`config.mk`:
```
export PLATFORM = sky130hd
export DESIGN_NAME = sffc_core
export DESIGN_NICKNAME = d
export VERILOG_FILES = /design/src/core/sffc_core.v
export VERILOG_INCLUDE_DIRS = /design/src /design/src/core
export SDC_FILE = /design/constraint.sdc
export NUM_CORES = 1
export LEC_CHECK = 0
export BUFFER_PORTS_ARGS = -buffer_cell sky130_fd_sc_hd__buf_2
export CAP_MARGIN = 20
export CELL_PAD_IN_SITES_DETAIL_PLACEMENT = 0
export CELL_PAD_IN_SITES_GLOBAL_PLACEMENT = 1
export CORE_MARGIN = 5
export CORE_UTILIZATION = 33
export DETAILED_ROUTE_END_ITERATION = 8
export PLACE_DENSITY_LB_ADDON = 0.1
export SLEW_MARGIN = 20
export SYNTH_ARGS = -nofsm -noshare
export SYNTH_HDL_FRONTEND = slang
export SYNTH_SLANG_ARGS = --single-unit
```
`constraint.sdc`:
```
create_clock -name mclk_i -period 2.6 [get_ports mclk_i]
set_input_delay 0.52 -clock mclk_i [delete_from_list [all_inputs] [get_ports mclk_i]]
set_output_delay 0.52 -clock mclk_i [all_outputs]
set_load 0.02 [all_outputs]
```
`src/core/sffc_regs.vh`:
```
// Offsets, field positions, reset values and counts of the serial format block.
`ifndef SFFC_REGS_VH
`define SFFC_REGS_VH

`define SFFC_ADDR_W          4
`define SFFC_OFS_FORMAT      4'h0
`define SFFC_OFS_STATE       4'h4

`define SFFC_FORMAT_RESET    8'h00

`define SFFC_BIT_SYNC_MODE   7
`define SFFC_BIT_CHAR_LEN    6
`define SFFC_BIT_PARITY_EN   5
`define SFFC_BIT_PARITY_ODD  4
`define SFFC_BIT_STOP_TWO    3
`define SFFC_BIT_MULTIPROC   2
`define SFFC_BIT_CKS_HI      1
`define SFFC_BIT_CKS_LO      0

`define SFFC_CKS_DIV1        2'h0
`define SFFC_CKS_DIV4        2'h1
`define SFFC_CKS_DIV16       2'h2
`define SFFC_CKS_DIV64       2'h3

`define SFFC_PRE_LAST_DIV4   6'h03
`define SFFC_PRE_LAST_DIV16  6'h0f
`define SFFC_PRE_LAST_DIV64  6'h3f

`endif

```
`src/core/sffc_core.v`:
```
// Serial frame format register with its decoded format outputs and prescaler.
//
// The implementer's own choices: the Avalon-MM register port and the placing of the registers.
`timescale 1ns/1ps
`default_nettype none
`include "sffc_regs.vh"

// Behaviour
// - Format register readable, writable, cleared on reset/standby
// - Top bit selects asynchronous or synchronous mode
// - Async: 8 or 7 bits; sync: always 8
// - Seven-bit characters never send the data MSB
// - Parity added and checked only in async
// - Polarity bit selects even or odd parity
// - Async sends one or two stop bits
// - Receiver checks only the first stop bit
// - Multiprocessor format overrides parity settings in async
// - Clock select: undivided, /4, /16, /64 prescale
module sffc_core (
	// Clock, reset and enable.
	input  wire        mclk_i,
	input  wire        rstn_i,
	input  wire        clk_en_i,
	input  wire        standby_i,
	// Avalon-MM slave.
	input  wire [3:0]  avs_address_i,
	input  wire        avs_read_i,
	input  wire        avs_write_i,
	input  wire [31:0] avs_writedata_i,
	input  wire [3:0]  avs_byteenable_i,
	output reg  [31:0] avs_readdata_o,
	output reg         avs_waitrequest_o,
	// Character data seen by the shift logic.
	input  wire [7:0]  tx_data_i,
	input  wire [7:0]  rx_char_i,
	input  wire        rx_parity_i,
	// Steering outputs.
	output reg         sync_mode_o,
	output reg         char_7bit_o,
	output reg         parity_active_o,
	output reg         parity_odd_o,
	output reg  [1:0]  tx_stop_count_o,
	output reg  [1:0]  rx_stop_check_o,
	output reg         multiproc_active_o,
	output reg  [7:0]  tx_char_o,
	output reg         tx_parity_bit_o,
	output reg         rx_parity_err_o,
	output reg         prescale_tick_o
);

	reg  [7:0] serial_format_mode_reg;
	reg  [7:0] serial_format_mode_next;
	reg  [5:0] pre_cnt_reg;
	reg  [5:0] pre_last;
	reg  [31:0] rd_next;
	wire       req;
	wire       wr_fmt;

	wire       fm_sync   = serial_format_mode_reg[`SFFC_BIT_SYNC_MODE];
	wire       fm_chr7   = serial_format_mode_reg[`SFFC_BIT_CHAR_LEN];
	wire       fm_pe     = serial_format_mode_reg[`SFFC_BIT_PARITY_EN];
	wire       fm_odd    = serial_format_mode_reg[`SFFC_BIT_PARITY_ODD];
	wire       fm_stop2  = serial_format_mode_reg[`SFFC_BIT_STOP_TWO];
	wire       fm_mp     = serial_format_mode_reg[`SFFC_BIT_MULTIPROC];
	wire [1:0] fm_cks    = {serial_format_mode_reg[`SFFC_BIT_CKS_HI],
	                        serial_format_mode_reg[`SFFC_BIT_CKS_LO]};

	// Decoded format, each term valid for the current mode only.
	wire       async_chr7  = ~fm_sync & fm_chr7;
	wire       par_on      = ~fm_sync & ~fm_mp & fm_pe;
	wire       par_odd     = par_on & fm_odd;
	wire       mp_on       = ~fm_sync & fm_mp;
	wire [1:0] stops_tx    = fm_sync ? 2'h0 : (fm_stop2 ? 2'h2 : 2'h1);
	wire [7:0] tx_masked   = async_chr7 ? {1'b0, tx_data_i[6:0]} : tx_data_i;

	// Parity over the active data bits; odd sense inverts the even bit.
	function parity_of;
		input [7:0] data;
		input       seven;
		input       odd;
		begin
			parity_of = (seven ? ^data[6:0] : ^data) ^ odd;
		end
	endfunction

	assign req    = avs_read_i | avs_write_i;
	assign wr_fmt = avs_write_i & ~avs_waitrequest_o & avs_byteenable_i[0] &
	                (avs_address_i == `SFFC_OFS_FORMAT);

	always @* begin
		serial_format_mode_next = serial_format_mode_reg;
		if (standby_i) begin
			serial_format_mode_next = `SFFC_FORMAT_RESET;
		end else if (wr_fmt) begin
			serial_format_mode_next = avs_writedata_i[7:0];
		end
	end

	always @* begin
		case (avs_address_i)
			`SFFC_OFS_FORMAT: rd_next = {24'h000000, serial_format_mode_reg};
			`SFFC_OFS_STATE:  rd_next = {22'h0, pre_cnt_reg, async_chr7,
			                              par_on, par_odd, mp_on};
			default:          rd_next = 32'h00000000;
		endcase
	end

	// Terminal count of the prescaler for the selected division.
	always @* begin
		case (fm_cks)
			`SFFC_CKS_DIV1:  pre_last = 6'h00;
			`SFFC_CKS_DIV4:  pre_last = `SFFC_PRE_LAST_DIV4;
			`SFFC_CKS_DIV16: pre_last = `SFFC_PRE_LAST_DIV16;
			`SFFC_CKS_DIV64: pre_last = `SFFC_PRE_LAST_DIV64;
			default:         pre_last = 6'h00;
		endcase
	end

	always @(posedge mclk_i) begin
		if (!rstn_i) begin
			serial_format_mode_reg <= `SFFC_FORMAT_RESET;
			avs_waitrequest_o      <= 1'b1;
			avs_readdata_o         <= 32'h00000000;
			pre_cnt_reg            <= 6'h00;
			prescale_tick_o        <= 1'b0;
			sync_mode_o            <= 1'b0;
			char_7bit_o            <= 1'b0;
			parity_active_o        <= 1'b0;
			parity_odd_o           <= 1'b0;
			tx_stop_count_o        <= 2'h1;
			rx_stop_check_o        <= 2'h1;
			multiproc_active_o     <= 1'b0;
			tx_char_o              <= 8'h00;
			tx_parity_bit_o        <= 1'b0;
			rx_parity_err_o        <= 1'b0;
		end else if (clk_en_i) begin
			serial_format_mode_reg <= serial_format_mode_next;
			// One wait cycle per request; the access completes on the edge after it.
			if (req && avs_waitrequest_o) begin
				avs_waitrequest_o <= 1'b0;
				avs_readdata_o    <= rd_next;
			end else begin
				avs_waitrequest_o <= 1'b1;
			end
			// Any format write restarts the count so the first period after it has the full new length.
			if (standby_i || pre_cnt_reg >= pre_last || wr_fmt) begin
				pre_cnt_reg <= 6'h00;
			end else begin
				pre_cnt_reg <= pre_cnt_reg + 6'h01;
			end
			prescale_tick_o    <= ~standby_i & (pre_cnt_reg >= pre_last);
			sync_mode_o        <= fm_sync;
			char_7bit_o        <= async_chr7;
			parity_active_o    <= par_on;
			parity_odd_o       <= par_odd;
			tx_stop_count_o    <= stops_tx;
			rx_stop_check_o    <= fm_sync ? 2'h0 : 2'h1;
			multiproc_active_o <= mp_on;
			tx_char_o          <= tx_masked;
			tx_parity_bit_o    <= par_on & parity_of(tx_data_i, async_chr7, fm_odd);
			rx_parity_err_o    <= par_on &
			                      (parity_of(rx_char_i, async_chr7, fm_odd) != rx_parity_i);
		end
	end

endmodule // sffc_core
`default_nettype wire

```
==> flow_metrics.tcl <==
set metrics [dict create \
    largest_reg_flops 10 \
    cts_sinks 44 \
    worst_pin_slew_ns 0.500 \
    crit_type "reg2reg" \
    hold_path_depth 3 \
    cp-startpoint "serial_format_mode_reg[0]$_SDFFE_PN0P_" \
    cts.clk_slew.worst_paths_ns 0.09 \
    dp_hpwl_um 4350 \
    initial_core_util_pct 33.5 \
    finalHoldViolCount 0 \
    tns_ns 0 \
    grt_pass1_wl_um 9280 \
    fin_crit_sh_pct 81.1 \
    dpl_worst_slack_ns 0.511 \
    reg2reg_slack_ns 0.49 \
    grt_pass1_vias 1886 \
    io_pins 116 \
    synth-seq-area-share_pct 36.9 \
    required_ns 2.82 \
    cts_max_level 2 \
    antenna_cells 0 \
    routed_wl_um 5890 \
    synth.avg_cell_area_um2 9.23 \
    grt_max_degree 35 \
    detail-route-antenna-nets 0 \
    nets 391 \
    drcViolationCount 0 \
    post_drt_wl_per_cell_um 14.0 \
    fmax_mhz 474 \
    antenna_found_initial 0 \
    drt_pass1_iterations 4 \
    holdPathEnd "serial_format_mode_reg[2]$_SDFFE_PN0P_" \
    ys_ff_latch 44 \
    cap_violations 0 \
    end_kind "register" \
    cts_buffer_depth 2 \
    final_common_cell "buf_2" \
    min_path_type "in2reg" \
    relSlewSlack_pct 66.5 \
    hp-start "avs_writedata_i[2]" \
    core_area_um2 7140 \
    cts_buffers 5 \
    r2r_end "pre_cnt_reg[3]$_SDFFE_PN0P_" \
    numPortBuffers 65 \
    power-per-cell-area_nw_per_um2 507 \
    track_usage_pct 13.4 \
    outcome "finished, final reports clean" \
    finish.utilization_pct 39.7 \
    cts_tree "done" \
    drv_slew 0 \
    period_needed_ns 2.11 \
    cp_max_fo 8 \
    syn_inst 259 \
    timing.final.ws_setup_ns 0.492 \
    yosysWarningCount 0 \
    root_buffer "clkbuf_8" \
    ys_types 43 \
    die_h_um 95.1 \
    std_cell_rows 31 \
    rsz0062_at_grt "false" \
    gp_congestion 0.707 \
    clock_latency_ns 0.30 \
    fp.dieArea_um2 9040 \
    syn_to_final_growth_pct 18.6 \
    post_cts_buffers 0 \
    arrival_ns 2.33 \
    most-common-layout-cells "buf_2, dfxtp_1, nor2_1" \
    routed_via_density 4.62 \
    die_w_um 95.1 \
    fin_skew_ns 0.00626 \
    setup_viol 0 \
    r2r_cells 7 \
    leakage_nw 1.25 \
    syn-cell-area_um2 2390 \
    grt_overflow 0 \
    drtIter0Drc 57 \
    vdd_ir_drop_max_v 0.000197 \
    cp-start-kind "register" \
    cts_hold_buf 0 \
    layout-drive-gt1-share_pct 28.9 \
    vias 1946 \
    ctsResizeCount 0 \
    worstReg2RegStart "serial_format_mode_reg[0]$_SDFFE_PN0P_" \
]
## per-layer routing
layer  vias up  global-route usage (%)  wire length (µm)
li1        972                       -                 -
met1       929                    17.5              2710
met2        38                    21.9              2880
met3         7                    3.00               248
met4         0                    3.97                59
met5         -                       0                 0
## worst max-delay path, cell delays in order, from the launching register on
cell      delay, ns
dfxtp_1        0.36
or2_2          0.32
ha_1           0.27
nor2b_1        0.11
o21ai_1        0.12
a221oi_4       0.47
nand2_2        0.13
o311ai_2       0.25
## metrics by stage
step                      std cells  hold WS, ns  power, W  cell area, µm²
after global routing            421        0.464   0.00150            2840
after floorplan                 281        0.481  0.000862            2470
after global placement          413        0.456  0.000903            2720
after CTS                       421        0.456   0.00146            2840
final                           421        0.463   0.00144            2840
after detailed placement        413        0.456  0.000903            2720
## cells by family after synthesis
logic type,after synthesis,synth area share (%)
flops,44,36.9
other cells,1,0.157
compound gates,43,13.8
mux,17,7.43
fa+ha+maj,7,3.66
xor+xnor,15,6.65
simple gates,92,21.2
buf+inv,40,10.2
## cell usage after synthesis
| cell type | number | area [µm²] |
|---|---|---|
| ha_1 | 7 | 87.6 |
| o21ai_1 | 1 | 5.00 |
| nor3_1 | 1 | 5.00 |
| or2_2 | 1 | 6.26 |
| nand2b_1 | 13 | 81.3 |
| or3_4 | 1 | 11.3 |
| xor2_1 | 3 | 26.3 |
| inv_1 | 5 | 18.8 |
| nor2b_1 | 5 | 31.3 |
| xnor2_1 | 10 | 87.6 |
| nand4_1 | 5 | 31.3 |
| a21o_1 | 1 | 7.51 |
| and2b_2 | 2 | 17.5 |
| nand3_1 | 10 | 50.1 |
| a41oi_4 | 1 | 27.5 |
| nand2_2 | 1 | 6.26 |
| nand2_1 | 12 | 45.0 |
| xnor3_1 | 2 | 45.0 |
| a21oi_1 | 8 | 40.0 |
| buf_2 | 5 | 25.0 |
| o21ai_0 | 6 | 30.0 |
| o211ai_1 | 3 | 22.5 |
| clkbuf_2 | 1 | 5.00 |
| a211oi_1 | 1 | 7.51 |
| o311ai_2 | 1 | 16.3 |
| a22oi_1 | 15 | 113 |
| nor3b_4 | 1 | 18.8 |
| clkbuf_1 | 6 | 22.5 |
| buf_4 | 23 | 173 |
| and2_1 | 2 | 12.5 |
| conb_1 | 1 | 3.75 |
| a21boi_0 | 3 | 22.5 |
| and4b_1 | 1 | 10.0 |
| mux2_2 | 6 | 67.6 |
| nand3b_1 | 3 | 22.5 |
| mux2i_1 | 11 | 110 |
| a31oi_1 | 1 | 6.26 |
| nor3_4 | 2 | 32.5 |
| dfxtp_1 | 44 | 881 |
| a221oi_4 | 1 | 26.3 |
| nor2_1 | 30 | 113 |
| and3_1 | 2 | 12.5 |
| o22ai_1 | 1 | 6.26 |
## where the power goes
part	internal (W)	switching (W)	leakage [nW]
combinational	0.0000758	0.000122	0.835
clock	0.000290	0.000261	0.0583
sequential	0.000683	0.00000489	0.356
total	0.00105	0.000389	1.25
## how the worst max path moves through the flow
stage	endpoint	slack (ns)
after floorplan	pre_cnt_reg[3]$_SDFFE_PN0P_	0.76
after global placement	pre_cnt_reg[3]$_SDFFE_PN0P_	0.52
after detailed placement	pre_cnt_reg[3]$_SDFFE_PN0P_	0.51
after CTS	pre_cnt_reg[3]$_SDFFE_PN0P_	0.49
after global routing	pre_cnt_reg[3]$_SDFFE_PN0P_	0.31
final	pre_cnt_reg[3]$_SDFFE_PN0P_	0.49
## final cells by class
type	instances	area, µm²
Clock buffer	5	68.8
Clock inverter	3	47.5
Fill cell	784	4300
Inverter	5	18.8
Multi-Input combinational cell	197	1350
Sequential cell	44	881
Tap cell	99	124
Timing Repair Buffer	68	348
(Power assumes the default switching activity.)
